==> src/rtl/rss_defines.svh <==
// Purpose: Named constants of the reset and start-up sequencer.
// Assumes: 100 MHz system clock; AXI4-Lite register window of 16 bytes.
// Notes:   Times are kept in their own units; cycle counts derive from them.
`ifndef RSS_DEFINES_SVH
`define RSS_DEFINES_SVH

// Clock period and timing figures
`define RSS_CLK_NS        10
`define RSS_PUD_MS        72
`define RSS_DROP_US       100
`define RSS_FILT_NS       200
`define RSS_SETTLE_EDGES  1024

// Least times round up to whole cycles
`define RSS_PUD_CYC    ((`RSS_PUD_MS * 1000000 + `RSS_CLK_NS - 1) / `RSS_CLK_NS)
`define RSS_DROP_CYC   ((`RSS_DROP_US * 1000 + `RSS_CLK_NS - 1) / `RSS_CLK_NS)
`define RSS_FILT_CYC   ((`RSS_FILT_NS + `RSS_CLK_NS - 1) / `RSS_CLK_NS)

// Counter widths
`define RSS_PUD_CW     23
`define RSS_DROP_CW    14
`define RSS_SETTLE_CW  11
`define RSS_FILT_CW    5

// Register map (byte addresses) and bus widths
`define RSS_ADDR_W       4
`define RSS_DATA_W       32
`define RSS_ADDR_CONFIG  4'h0
`define RSS_ADDR_STATUS  4'h4

// Configuration register fields
`define RSS_CFG_W       8
`define RSS_CFG_SRC     0
`define RSS_CFG_PUD_N   3
`define RSS_CFG_SDR_EN  6
`define RSS_CFG_RESET   8'h4B

// Status register fields
`define RSS_ST_WDX    0
`define RSS_ST_SLP    1
`define RSS_ST_CAUSE  2
`define RSS_ST_FSM    8

// Bus responses
`define RSS_RESP_OKAY    2'h0
`define RSS_RESP_SLVERR  2'h2

`endif

==> src/rtl/rss_pkg.sv <==
// Purpose: Types shared by the reset and start-up sequencer files.
// Assumes: rss_defines.svh supplies the counter, config and bus widths.
// Notes:   All module state travels as one packed struct per module.
`include "rss_defines.svh"

package rss_pkg;

  // Clock-source modes as coded by the two select bits
  typedef enum logic [1:0] {
    LOW_POWER_CRYSTAL_MODE = 2'h0,
    CRYSTAL_RESONATOR_MODE = 2'h1,
    HIGH_SPEED_CRYSTAL_MODE = 2'h2,
    RESISTOR_CAPACITOR_MODE = 2'h3
  } rss_clk_mode_e;

  // Sequencer states, one-hot
  typedef enum logic [5:0] {
    ST_RUN    = 6'h01,
    ST_START  = 6'h02,
    ST_DROP   = 6'h04,
    ST_DELAY  = 6'h08,
    ST_SETTLE = 6'h10,
    ST_PULSE  = 6'h20
  } rss_state_e;

  // Last reset cause, one-hot
  typedef struct packed {
    logic supply_rise;
    logic pin_running;
    logic pin_asleep;
    logic wdog_running;
    logic wdog_wake;
    logic supply_drop;
  } rss_cause_s;

  // Pin filter state
  typedef struct packed {
    logic                    s1;
    logic                    s2;
    logic                    low;
    logic [`RSS_FILT_CW-1:0] cnt;
  } rss_filt_s;

  // Sequencer and bus slave state
  typedef struct packed {
    logic [2:0]                sync1;
    logic [2:0]                sync2;
    logic                      rise_prev;
    logic                      xtal_prev;
    logic                      pin_prev;
    rss_state_e                state;
    rss_cause_s                cause;
    logic                      wdx_flag;
    logic                      slp_flag;
    logic [`RSS_PUD_CW-1:0]    pud_cnt;
    logic [`RSS_DROP_CW-1:0]   drop_cnt;
    logic [`RSS_SETTLE_CW-1:0] settle_cnt;
    logic                      core_reset;
    logic                      core_hold;
    logic                      resume;
    logic                      cold;
    logic [`RSS_CFG_W-1:0]     cfg;
    logic                      aw_got;
    logic                      w_got;
    logic [`RSS_ADDR_W-1:0]    awaddr;
    logic [`RSS_DATA_W-1:0]    wdata;
    logic                      wstrb0;
    logic                      bvalid;
    logic [1:0]                bresp;
    logic                      rvalid;
    logic [`RSS_DATA_W-1:0]    rdata;
    logic [1:0]                rresp;
  } rss_seq_s;

endpackage : rss_pkg

==> src/rtl/rss_sequencer.sv <==
// Purpose: Reset and start-up sequencer with an AXI4-Lite register port.
// Assumes: Detector and pin inputs are asynchronous; watchdog and sleep are on CLK_SYS.
// Notes:   The delay timebase is CLK_SYS standing in for the internal RC clock.
`timescale 1ns/1ps
`default_nettype none
`include "rss_defines.svh"

module rss_sequencer #(
  parameter logic [`RSS_PUD_CW-1:0]  PUD_CYCLES  = `RSS_PUD_CW'(`RSS_PUD_CYC),
  parameter logic [`RSS_DROP_CW-1:0] DROP_CYCLES = `RSS_DROP_CW'(`RSS_DROP_CYC)
) (
  input  wire logic                   CLK_SYS,
  input  wire logic                   RESET,
  input  wire logic                   SUPPLY_RISE_DET,
  input  wire logic                   SUPPLY_DROP_DET,
  input  wire logic                   EXT_RESET_PIN_N,
  input  wire logic                   CRYSTAL_INPUT_PIN,
  input  wire logic                   WATCHDOG_EXPIRE,
  input  wire logic                   SLEEP_ACTIVE,
  output var  logic                   CORE_RESET,
  output var  logic                   CORE_HOLD,
  output var  logic                   CORE_RESUME,
  output var  logic                   EXEMPT_UNDEFINED,
  output var  rss_pkg::rss_cause_s    RESET_CAUSE,
  output var  logic                   WATCHDOG_EXPIRED_FLAG,
  output var  logic                   SLEEP_ENTERED_FLAG,
  input  wire logic [`RSS_ADDR_W-1:0] S_AXI_AWADDR,
  input  wire logic                   S_AXI_AWVALID,
  output var  logic                   S_AXI_AWREADY,
  input  wire logic [`RSS_DATA_W-1:0] S_AXI_WDATA,
  input  wire logic [3:0]             S_AXI_WSTRB,
  input  wire logic                   S_AXI_WVALID,
  output var  logic                   S_AXI_WREADY,
  output var  logic [1:0]             S_AXI_BRESP,
  output var  logic                   S_AXI_BVALID,
  input  wire logic                   S_AXI_BREADY,
  input  wire logic [`RSS_ADDR_W-1:0] S_AXI_ARADDR,
  input  wire logic                   S_AXI_ARVALID,
  output var  logic                   S_AXI_ARREADY,
  output var  logic [`RSS_DATA_W-1:0] S_AXI_RDATA,
  output var  logic [1:0]             S_AXI_RRESP,
  output var  logic                   S_AXI_RVALID,
  input  wire logic                   S_AXI_RREADY
);

  localparam logic [`RSS_PUD_CW-1:0]    PUD_LAST    = PUD_CYCLES - `RSS_PUD_CW'(1);
  localparam logic [`RSS_SETTLE_CW-1:0] SETTLE_LAST = `RSS_SETTLE_CW'(`RSS_SETTLE_EDGES - 1);

  rss_pkg::rss_seq_s      r;
  rss_pkg::rss_seq_s      n;
  logic                   pin_low;
  logic                   rise_s;
  logic                   drop_s;
  logic                   xtal_s;
  logic                   rise_evt;
  logic                   xtal_edge;
  logic                   pin_evt;
  logic                   drop_long;
  logic                   sdr_en;
  logic                   pud_on;
  logic                   crystal;
  logic                   in_cold_seq;
  rss_pkg::rss_clk_mode_e mode;
  logic [`RSS_DATA_W-1:0] status_word;
  logic [`RSS_DATA_W-1:0] rd_word;
  logic [1:0]             rd_resp;

  // Reset pin: synchronised and de-glitched; the device only listens to it
  rss_pin_filter u_pin_filter (
    .clk_sys   (CLK_SYS),
    .reset     (RESET),
    .pin_raw_n (EXT_RESET_PIN_N),
    .pin_low   (pin_low)
  );

  // Decoded configuration and synced inputs
  always_comb begin
    rise_s      = r.sync2[0];
    drop_s      = r.sync2[1];
    xtal_s      = r.sync2[2];
    mode        = rss_pkg::rss_clk_mode_e'(r.cfg[`RSS_CFG_SRC +: 2]);
    crystal     = (mode != rss_pkg::RESISTOR_CAPACITOR_MODE);
    sdr_en      = r.cfg[`RSS_CFG_SDR_EN];
    pud_on      = ~r.cfg[`RSS_CFG_PUD_N] | sdr_en;
    rise_evt    = rise_s & ~r.rise_prev;
    xtal_edge   = xtal_s & ~r.xtal_prev;
    pin_evt     = pin_low & ~r.pin_prev;
    drop_long   = (r.drop_cnt == DROP_CYCLES);
    in_cold_seq = (r.state != rss_pkg::ST_RUN) & ~r.cause.wdog_wake;
  end

  // Status word seen by software
  always_comb begin
    status_word                                = '0;
    status_word[`RSS_ST_WDX]                   = r.wdx_flag;
    status_word[`RSS_ST_SLP]                   = r.slp_flag;
    status_word[`RSS_ST_CAUSE +: $bits(r.cause)] = r.cause;
    status_word[`RSS_ST_FSM +: $bits(r.state)]   = r.state;
  end

  // Read decode; unmapped words read zero with an error response
  always_comb begin
    rd_word = '0;
    rd_resp = `RSS_RESP_OKAY;
    if (S_AXI_ARADDR == `RSS_ADDR_CONFIG) begin
      rd_word[`RSS_CFG_W-1:0] = r.cfg;
    end else if (S_AXI_ARADDR == `RSS_ADDR_STATUS) begin
      rd_word = status_word;
    end else begin
      rd_resp = `RSS_RESP_SLVERR;
    end
  end

  // Next-state logic of sequencer and bus slave
  always_comb begin
    n           = r;
    n.sync1     = {CRYSTAL_INPUT_PIN, SUPPLY_DROP_DET, SUPPLY_RISE_DET};
    n.sync2     = r.sync1;
    n.rise_prev = rise_s;
    n.xtal_prev = xtal_s;
    n.pin_prev  = pin_low;
    n.resume    = 1'h0;

    // Drop duration: saturates so a long drop is seen once per episode
    if (drop_s & sdr_en) begin
      if (!drop_long) begin
        n.drop_cnt = r.drop_cnt + `RSS_DROP_CW'(1);
      end
    end else begin
      n.drop_cnt = '0;
    end

    // Timers and state walk
    unique case (r.state)
      rss_pkg::ST_RUN: begin
      end
      rss_pkg::ST_PULSE: begin
        n.state = rss_pkg::ST_RUN;
      end
      rss_pkg::ST_START: begin
        n.pud_cnt    = '0;
        n.settle_cnt = '0;
        if (pud_on) begin
          n.state = rss_pkg::ST_DELAY;
        end else if (crystal) begin
          n.state = rss_pkg::ST_SETTLE;
        end else begin
          n.state = rss_pkg::ST_RUN;
        end
      end
      rss_pkg::ST_DROP: begin
        n.pud_cnt = '0;
        if (!drop_s) begin
          n.state = rss_pkg::ST_DELAY;
        end
      end
      rss_pkg::ST_DELAY: begin
        n.pud_cnt = r.pud_cnt + `RSS_PUD_CW'(1);
        if (sdr_en & drop_s) begin
          n.state = rss_pkg::ST_DROP;
        end else if (r.pud_cnt == PUD_LAST) begin
          n.settle_cnt = '0;
          if (crystal & r.cause.supply_rise) begin
            n.state = rss_pkg::ST_SETTLE;
          end else begin
            n.state = rss_pkg::ST_RUN;
          end
        end
      end
      rss_pkg::ST_SETTLE: begin
        if (xtal_edge) begin
          n.settle_cnt = r.settle_cnt + `RSS_SETTLE_CW'(1);
          if (r.settle_cnt == SETTLE_LAST) begin
            n.state  = rss_pkg::ST_RUN;
            n.resume = r.cause.wdog_wake;
          end
        end
      end
    endcase

    // Reset causes by priority; each but a pin reset while running records the flags that identify it
    if (rise_evt) begin
      n.cause             = '0;
      n.cause.supply_rise = 1'h1;
      n.wdx_flag          = 1'h1;
      n.slp_flag          = 1'h1;
      n.cold              = 1'h1;
      n.state             = rss_pkg::ST_START;
    end else if (drop_long && r.state != rss_pkg::ST_DROP) begin
      n.cause             = '0;
      n.cause.supply_drop = 1'h1;
      n.wdx_flag          = 1'h1;
      n.slp_flag          = 1'h1;
      n.state             = rss_pkg::ST_DROP;
    end else if (pin_evt && !in_cold_seq) begin
      // A pin reset during a running delay only extends the hold
      n.cause = '0;
      n.state = rss_pkg::ST_PULSE;
      if (SLEEP_ACTIVE) begin
        n.cause.pin_asleep = 1'h1;
        n.wdx_flag         = 1'h1;
        n.slp_flag         = 1'h0;
      end else begin
        n.cause.pin_running = 1'h1;
      end
    end else if (WATCHDOG_EXPIRE && r.state == rss_pkg::ST_RUN) begin
      n.cause    = '0;
      n.wdx_flag = 1'h0;
      if (SLEEP_ACTIVE) begin
        n.cause.wdog_wake = 1'h1;
        n.slp_flag        = 1'h0;
        n.settle_cnt      = '0;
        if (crystal) begin
          n.state = rss_pkg::ST_SETTLE;
        end else begin
          n.resume = 1'h1;
        end
      end else begin
        n.cause.wdog_running = 1'h1;
        n.slp_flag           = 1'h1;
        n.state              = rss_pkg::ST_PULSE;
      end
    end

    // Merged core reset, registered so release is clean on CLK_SYS
    n.core_reset = pin_low
                 | ((n.state != rss_pkg::ST_RUN) & ~n.cause.wdog_wake);
    n.core_hold  = (n.state == rss_pkg::ST_SETTLE) & n.cause.wdog_wake;
    if (n.state == rss_pkg::ST_RUN) begin
      n.cold = 1'h0;
    end

    // Write channel: address and data taken in either order
    if (S_AXI_AWVALID && !r.aw_got && !r.bvalid) begin
      n.aw_got = 1'h1;
      n.awaddr = S_AXI_AWADDR;
    end
    if (S_AXI_WVALID && !r.w_got && !r.bvalid) begin
      n.w_got  = 1'h1;
      n.wdata  = S_AXI_WDATA;
      n.wstrb0 = S_AXI_WSTRB[0];
    end
    if (r.aw_got && r.w_got && !r.bvalid) begin
      n.aw_got = 1'h0;
      n.w_got  = 1'h0;
      n.bvalid = 1'h1;
      n.bresp  = `RSS_RESP_OKAY;
      if (r.awaddr == `RSS_ADDR_CONFIG) begin
        if (r.wstrb0) begin
          n.cfg = r.wdata[`RSS_CFG_W-1:0];
        end
      end else if (r.awaddr != `RSS_ADDR_STATUS) begin
        n.bresp = `RSS_RESP_SLVERR; // Status is read-only; writes there are dropped
      end
    end else if (r.bvalid && S_AXI_BREADY) begin
      n.bvalid = 1'h0;
    end

    // Read channel: one read at a time, data captured at address handshake
    if (S_AXI_ARVALID && !r.rvalid) begin
      n.rvalid = 1'h1;
      n.rdata  = rd_word;
      n.rresp  = rd_resp;
    end else if (r.rvalid && S_AXI_RREADY) begin
      n.rvalid = 1'h0;
    end
  end

  // State register; reset behaves as a fresh supply rise
  always_ff @(posedge CLK_SYS) begin
    if (RESET) begin
      r                   <= '0;
      r.state             <= rss_pkg::ST_START;
      r.cause.supply_rise <= 1'h1;
      r.wdx_flag          <= 1'h1;
      r.slp_flag          <= 1'h1;
      r.core_reset        <= 1'h1;
      r.cold              <= 1'h1;
      r.cfg               <= `RSS_CFG_RESET;
    end else begin
      r <= n;
    end
  end

  // Outputs
  assign CORE_RESET            = r.core_reset;
  assign CORE_HOLD             = r.core_hold;
  assign CORE_RESUME           = r.resume;
  assign EXEMPT_UNDEFINED      = r.cold;
  assign RESET_CAUSE           = r.cause;
  assign WATCHDOG_EXPIRED_FLAG = r.wdx_flag;
  assign SLEEP_ENTERED_FLAG    = r.slp_flag;
  assign S_AXI_AWREADY         = ~r.aw_got & ~r.bvalid;
  assign S_AXI_WREADY          = ~r.w_got & ~r.bvalid;
  assign S_AXI_BVALID          = r.bvalid;
  assign S_AXI_BRESP           = r.bresp;
  assign S_AXI_ARREADY         = ~r.rvalid;
  assign S_AXI_RVALID          = r.rvalid;
  assign S_AXI_RDATA           = r.rdata;
  assign S_AXI_RRESP           = r.rresp;
endmodule : rss_sequencer
`default_nettype wire

==> src/rtl/rss_pin_filter.sv <==
// Purpose: Synchronise and de-glitch the external reset pin.
// Assumes: Pin is asynchronous and active low.
// Notes:   A level must hold for the full filter time before it is taken.
`timescale 1ns/1ps
`default_nettype none
`include "rss_defines.svh"

module rss_pin_filter (
  input  wire logic clk_sys,
  input  wire logic reset,
  input  wire logic pin_raw_n,
  output var  logic pin_low
);

  localparam logic [`RSS_FILT_CW-1:0] FILT_LAST = `RSS_FILT_CW'(`RSS_FILT_CYC - 1);

  rss_pkg::rss_filt_s r;
  rss_pkg::rss_filt_s n;

  // Two-flop sync, then a run-length filter on the synced level
  always_comb begin
    n    = r;
    n.s1 = pin_raw_n;
    n.s2 = r.s1;
    if ((~r.s2) != r.low) begin
      n.cnt = r.cnt + `RSS_FILT_CW'(1);
      if (r.cnt == FILT_LAST) begin
        n.low = ~r.s2;
        n.cnt = '0;
      end
    end else begin
      n.cnt = '0; // Short pulse: restart, so noise never reaches the sequencer
    end
  end

  // State register; pin assumed released after reset
  always_ff @(posedge clk_sys) begin
    if (reset) begin
      r    <= '0;
      r.s1 <= 1'h1;
      r.s2 <= 1'h1;
    end else begin
      r <= n;
    end
  end

  assign pin_low = r.low;
endmodule : rss_pin_filter
`default_nettype wire

==> config.mk <==
export PLATFORM = sky130hd
export DESIGN_NAME = rss_sequencer
export DESIGN_NICKNAME = d
export VERILOG_FILES = /design/src/rtl/rss_pkg.sv /design/src/rtl/rss_sequencer.sv /design/src/rtl/rss_pin_filter.sv
export VERILOG_INCLUDE_DIRS = /design/src /design/src/rtl
export SDC_FILE = /design/constraint.sdc
export NUM_CORES = 1
export LEC_CHECK = 0
export BUFFER_PORTS_ARGS = -buffer_cell sky130_fd_sc_hd__buf_4
export CAP_MARGIN = 10
export CORE_ASPECT_RATIO = 1.1
export CORE_UTILIZATION = 45
export CTS_CLUSTER_SIZE = 40
export DETAILED_ROUTE_END_ITERATION = 10
export PLACE_DENSITY = 0.67
export SYNTH_ARGS = -nofsm -noshare
export SYNTH_HDL_FRONTEND = slang
export SYNTH_HIERARCHICAL = 1
export SYNTH_SLANG_ARGS = --single-unit
==> constraint.sdc <==
create_clock -name CLK_SYS -period 6.6 [get_ports CLK_SYS]
set_input_delay 1.32 -clock CLK_SYS [delete_from_list [all_inputs] [get_ports CLK_SYS]]
set_output_delay 1.32 -clock CLK_SYS [all_outputs]
set_load 0.01 [all_outputs]
### Word-level counts from Yosys, hierarchy flattened

Cells that the tools add are included.
Widths: inputs -> output; s select.

| word-level totals | value |
|---|---|
| bits in registers | 144 |
| bits in latches | 0 |
| RAM bits | 0 |
| bits in read-only memories | 0 |
| output and inout port bits | 53 |
| memories kept | 0 |

| cells by class | value |
|---|---|
| $add $sub $neg | 4 |
| multipliers | 0 |
| div/mod/pow operators | 0 |
| magnitude comparators | 0 |
| eq/ne operators | 20 |
| shifts and indexed selects | 0 |
| muxes and demuxes | 50 |
| bitwise logic cells | 25 |
| reduce and logical (&&, ||, !) cells | 35 |

Operator list:

| operator | count |
|---|---|
| $mux 11 | 8 |
| $mux 14 | 5 |
| $pmux 23 s2 | 1 |
| $mux 6 | 7 |
| $pmux 11 s3 | 1 |
| $pmux 6 s5 | 1 |
| $mux 24 | 1 |
| $add 23x1->23 const B | 1 |
| $eq 23x23->1 const B | 1 |
| $mux 1 | 17 |
| $mux 5 | 3 |
| $add 14x1->14 const B | 1 |
| $eq 14x14->1 const B | 1 |
| $not 1->1 | 13 |
| $eq 6x1->1 const B | 2 |
| $eq 6x5->1 const B | 2 |
| $logic_and 1x1->1 | 12 |
| $ne 6x1->1 const B | 2 |
| $add 11x1->11 const B | 1 |
| $eq 11x10->1 const B | 1 |
| $and 1x1->1 | 10 |
| $mux 2 | 5 |
| $reduce_bool 2->1 | 5 |
| $logic_not 4->1 | 2 |
| other kinds (20) | 31 |

### Depth between registers and ports, before layout

| depth | value |
|---|---|
| word-level depth | 15 |
| depth in mapped cells | 10 |
| mapped depth without buffers | 9 |

### Hierarchy

The synthesis kept the hierarchy.

Modules (own cells, without submodules):

| module | instances | cells each | area each (µm²) | sequential area each (µm²) |
|---|---|---|---|---|
| rss_sequencer | 1 | 669 | 5,589.1 | 2,322.2 |
| rss_pin_filter | 1 | 31 | 316.6 | 160.2 |

### Least setup slack after synthesis

No wires, ideal clock.

| path | value |
|---|---|
| kind | reg-to-reg |
| from | register r[146] in the netlist's numbering |
| to | register r, in the netlist CORE_RESET |
| data arrival time | 2,458 ps |
| path slack | 4,029 ps |
| stages on the path, launching flop included | 9 |
| buffers on the path | 1 |
| cells stage by stage | dfxtp_1 buf_6 or4_4 nor4_4 or4b_1 nand2b_4 a2111oi_4 nand4_2 a21o_1 |

| on the way | value |
|---|---|
| longest elaborated chain between the ends | 12 |
| elaborated cells on any way between the ends | 29 |
| those cells by class | 9 x eq/ne; 12 x mux; 4 x bitwise; 4 x reduce/logical |

Ends and longest elaborated chain:

| element | line | text |
|---|---|---|
| start: declaration | rss_sequencer.sv:49 | `rss_pkg::rss_seq_s r;` |
| start signal: assignment | rss_sequencer.sv:281 | `r <= n;` |
| $mux 6 (on tied branches) | rss_sequencer.sv:173, rss_sequencer.sv:161 |  |
| $mux 6 (on tied branches) | rss_sequencer.sv:171, rss_sequencer.sv:159 |  |
| $pmux 6 s5 | rss_sequencer.sv:134 | `unique case (r.state)` |
| $mux 6 | rss_sequencer.sv:213 | `if (crystal) begin` |
| $mux 6 | rss_sequencer.sv:209 | `if (SLEEP_ACTIVE) begin` |
| $mux 14 | rss_sequencer.sv:206 | `end else if (WATCHDOG_EXPIRE && r.state == rss_pkg::ST_RUN) begin` |
| $mux 14 | rss_sequencer.sv:195 | `end else if (pin_evt && !in_cold_seq) begin` |
| $mux 14 (*) | rss_sequencer.sv:189 | `end else if (drop_long && r.state != rss_pkg::ST_DROP) begin` |
| $mux 14 (*) | rss_sequencer.sv:182 | `if (rise_evt) begin` |
| $ne 6x1->1 | rss_sequencer.sv:227 | `\| ((n.state != rss_pkg::ST_RUN) & ~n.cause.wdog_wake);` |
| $and 1x1->1 (*) | rss_sequencer.sv:227 |  |
| $or 1x1->1 (*) | rss_sequencer.sv:227 |  |

Mark *: on every way between the ends. The rest lies on a longest branch, timed or not. The select of a mux whose other input is x is not followed.
A chain may end at the register's enable or synchronous reset.

### Worst setup path after layout

| path | value |
|---|---|
| from | register r[100] in the netlist's numbering |
| to | register r, in the netlist CORE_RESET |

| on the way | value |
|---|---|
| longest elaborated chain between the ends | 7 |
| elaborated cells on any way between the ends | 8 |
| those cells by class | 2 x eq/ne; 2 x mux; 3 x bitwise; 1 x reduce/logical |

Ends and longest elaborated chain:

| element | line | text |
|---|---|---|
| $eq 14x14->1 (*) | rss_sequencer.sv:88 | `drop_long = (r.drop_cnt == DROP_CYCLES);` |
| $logic_and 1x1->1 (*) | rss_sequencer.sv:189 |  |
| $mux 14 (*) | rss_sequencer.sv:189 |  |
| $mux 14 (*) | rss_sequencer.sv:182 |  |
| $ne 6x1->1 or $not 1->1 (tied branches) | rss_sequencer.sv:227 |  |
| $and 1x1->1 (*) | rss_sequencer.sv:227 |  |
| $or 1x1->1 (*) | rss_sequencer.sv:227 |  |

Mark *: on every way between the ends. The rest lies on a longest branch, timed or not.

==> flow_summary.toml <==
[status]
outcome = "complete, but fails checks"
violations = "DRC"

[placed_design]
hpwl_mm = 8.98
io_buffers = 62
placed_cells = 866
placed_area_um2 = 6200
gp_congestion = 0.891

[global_route]
gr-total-overflow = 0
grt_max_degree = 87
grt-busiest-layer = "met2"
met3_usage = 0.0612
track_usage = 0.197
grt_antenna_before_repair = 0
grt_pass1_wl_mm = 21.4
use_met2 = 0.332
grt_util_met1 = 0.236
grt_pass1_vias = 4639

[timing]
max_slew_margin = 0.340
fmax_ghz = 0.328
max_slew.worst_pin.slew_ns = 0.986
setup_violations = 0
hold_ws_ns = 0.440
hold_viol = 0
fin_crit_sh = 0.462
fin_tns_setup_ns = 0
rsz0062_at_grt = "false"
fin_crit_ns = 3.05
finalClockSkew_ns = 0.0114
slew_viol_final = 0

[route]
vias_per_cell = 5.46
drtPass1Iterations = 9
postRouteAntennaNets = 0
drtIter0Drc = 362
vias = 4907
wl_per_cell_um = 14.4
routed_wirelength_mm = 13.0
drc_errors = 10

[die]
ios = 110
start_util = 0.465
dieArea_um2 = 13600
die_w_um = 111
core_um2 = 12700
core.rowCount = 43
die_h_um = 122

[clock_tree]
post_cts_resized = 0
cts_setup_buffers = 0
cts_tree = "built"
holdBufCountCts = 0
cts-buffers-inserted = 17
cts.sinks = 124
clkLatencyLatePin_ns = 0.42
cts_buffer_depth = 2
cts_root_buf = "clkbuf_16"
htree_levels = 4
cts.reportedPaths.clkPinSlew_ns = 0.06

[finish]
layout_common_cells = "124 x dfxtp_1, 94 x nor2_1, 70 x nand2_1"
area_growth_pct = 15.5
nNetsFinal = 791
postLayoutCellArea_um2 = 6820
final_cells = 899
drive_above_1_share = 0.174
layout_commonest_cell = "dfxtp_1"
diodes = 0
fillerInstances = 1187

[synth]
mappedNetlistArea_um2 = 5910
yosysWarnings = 6
synth_cells = 700
yosys_most_used_dff = "dfxtp_1"
synth_edf_count = 0
synth_seq_cells = 124
synthArstFlopShare = 0
yosysUniqueCellTypes = 65
yosysSeqAreaShare = 0.420
syn_area_per_cell_um2 = 8.44

[power]
power_frac_seq = 0.402
vdd_drop_max_mv = 0.160
power.net_switching_uw = 490
swShare = 0.251
pwr-share-comb = 0.111
intPower_mw = 1.46
power.density_nw_per_um2 = 287
clock_power_share = 0.488
power_leakage_nw = 2.62

[critical_path]
cp-start-kind = "flip-flop"
endpoint_kind = "flip-flop"
worstPathRequired_ns = 6.91
cp_max_fo = 5
cp_data_arrival_time_ns = 3.36
path_class = "flip-flop to flip-flop"

[run]
cap_violations = 0

[hold_path]
hp-class = "flip-flop to flip-flop"
==> registers in the layout, indices dropped and copies added (netlist names), 2 cells and up <==
signal and flops:
RESET_CAUSE 6, S_AXI_RDATA 14, mode 2, n 5, r 78, u_pin_filter/r 6
==> metrics by stage <==
| stage | setup WS (ns) | util | total power [mW] |
|---|---|---|---|
| 2_1_floorplan | 4.03 | - | 0.968 |
| 3_3_place_gp | 3.50 | 0.488 | 1.01 |
| 3_5_place_dp | 3.38 | 0.488 | 1.01 |
| 4_1_cts | 3.62 | 0.537 | 1.96 |
| 5_1_grt | 3.26 | 0.537 | 2.03 |
| 6_report | 3.55 | 0.537 | 1.95 |
==> path summary, 6_finish.rpt <==
path | startpoint | to | slack, ns | cells past startpoint
setup / recovery | r[100] | CORE_RESET | 3.55 | 9
hold / removal | n[154] | n[153] | 0.44 | 1
setup reg to reg | r[100] | CORE_RESET | 3.55 | 9
hold reg to reg | n[154] | n[153] | 0.44 | 1
==> power groups by stage <==
stage                     clock (mW)  sequential [mW]  combinational (mW)
after global routing            1.00            0.787               0.238
after detailed placement           0            0.800               0.213
after global placement             0            0.800               0.208
after floorplan                    0            0.790               0.178
final                          0.953            0.785               0.217
after CTS                      0.965            0.785               0.214
==> kinds of logic (layout without fill, tap and decap cells) <==
logic type               Yosys count  in the layout  synth area share
adder cells (fa/ha/maj)            5              5            0.0106
AND/OR/NAND/NOR                  316            316             0.274
other                              1             20          0.000635
flip-flops                       124            124             0.420
XOR/XNOR                          16             16            0.0237
multiplexers                      29             29            0.0521
AO/OA/AOI/OAI                    124            124             0.135
buffers and inverters             85            108            0.0841
==> layer usage <==
metal	vias up	share of wire
li1	2454	-
met1	2335	0.45
met2	104	0.50
met4	0	0.011
met5	-	0
met3	14	0.040
==> final cells by class <==
type / count / area [um2] / share of cell area
multi-input cells: 510 / 3000 / 0.440
flip-flops and latches: 124 / 2480 / 0.364
repair buffers: 64 / 480 / 0.0704
clock buffers: 22 / 474 / 0.0695
well taps: 157 / 196 / 0.0288
clock inverters: 10 / 139 / 0.0204
inverters: 12 / 45.0 / 0.00660
==> cell usage after synthesis (5+ instances only) <==
library cell  instances  share of area
mux2_2               14          0.027
nand2b_1             11          0.012
nor2_1               94          0.060
a311oi_1              5         0.0074
inv_1                12         0.0076
buf_4                42          0.053
xnor2_1               6         0.0089
o21ai_0              24          0.020
nand3b_1              5         0.0064
ha_1                  5          0.011
a21oi_1              44          0.037
a22oi_1              11          0.014
nand4_1              12          0.013
a211oi_1              8          0.010
a32oi_1               6         0.0089
dfxtp_1             124           0.42
xor2_1               10          0.015
nor2b_1              16          0.017
a31oi_1               6         0.0064
and3_1               11          0.012
clkbuf_1             22          0.014
and2_1                8         0.0085
nand3_1              32          0.027
or3_1                 5         0.0053
nor4_1                6         0.0064
mux2i_1              15          0.025
or2_2                 6         0.0064
nand2_1              70          0.044
nor3_1               13          0.011
==> critical path, stage by stage, from the launching register on <==
cell,delay (ns)
dfxtp_1,0.35
inv_1,0.14
ha_1,0.16
nor4bb_1,0.30
nand4_1,0.30
o21ai_0,0.66
a211oi_1,0.14
a221oi_1,0.53
nand4_2,0.17
a21o_1,0.20
No activity file was read; power rests on OpenSTA's default activity.
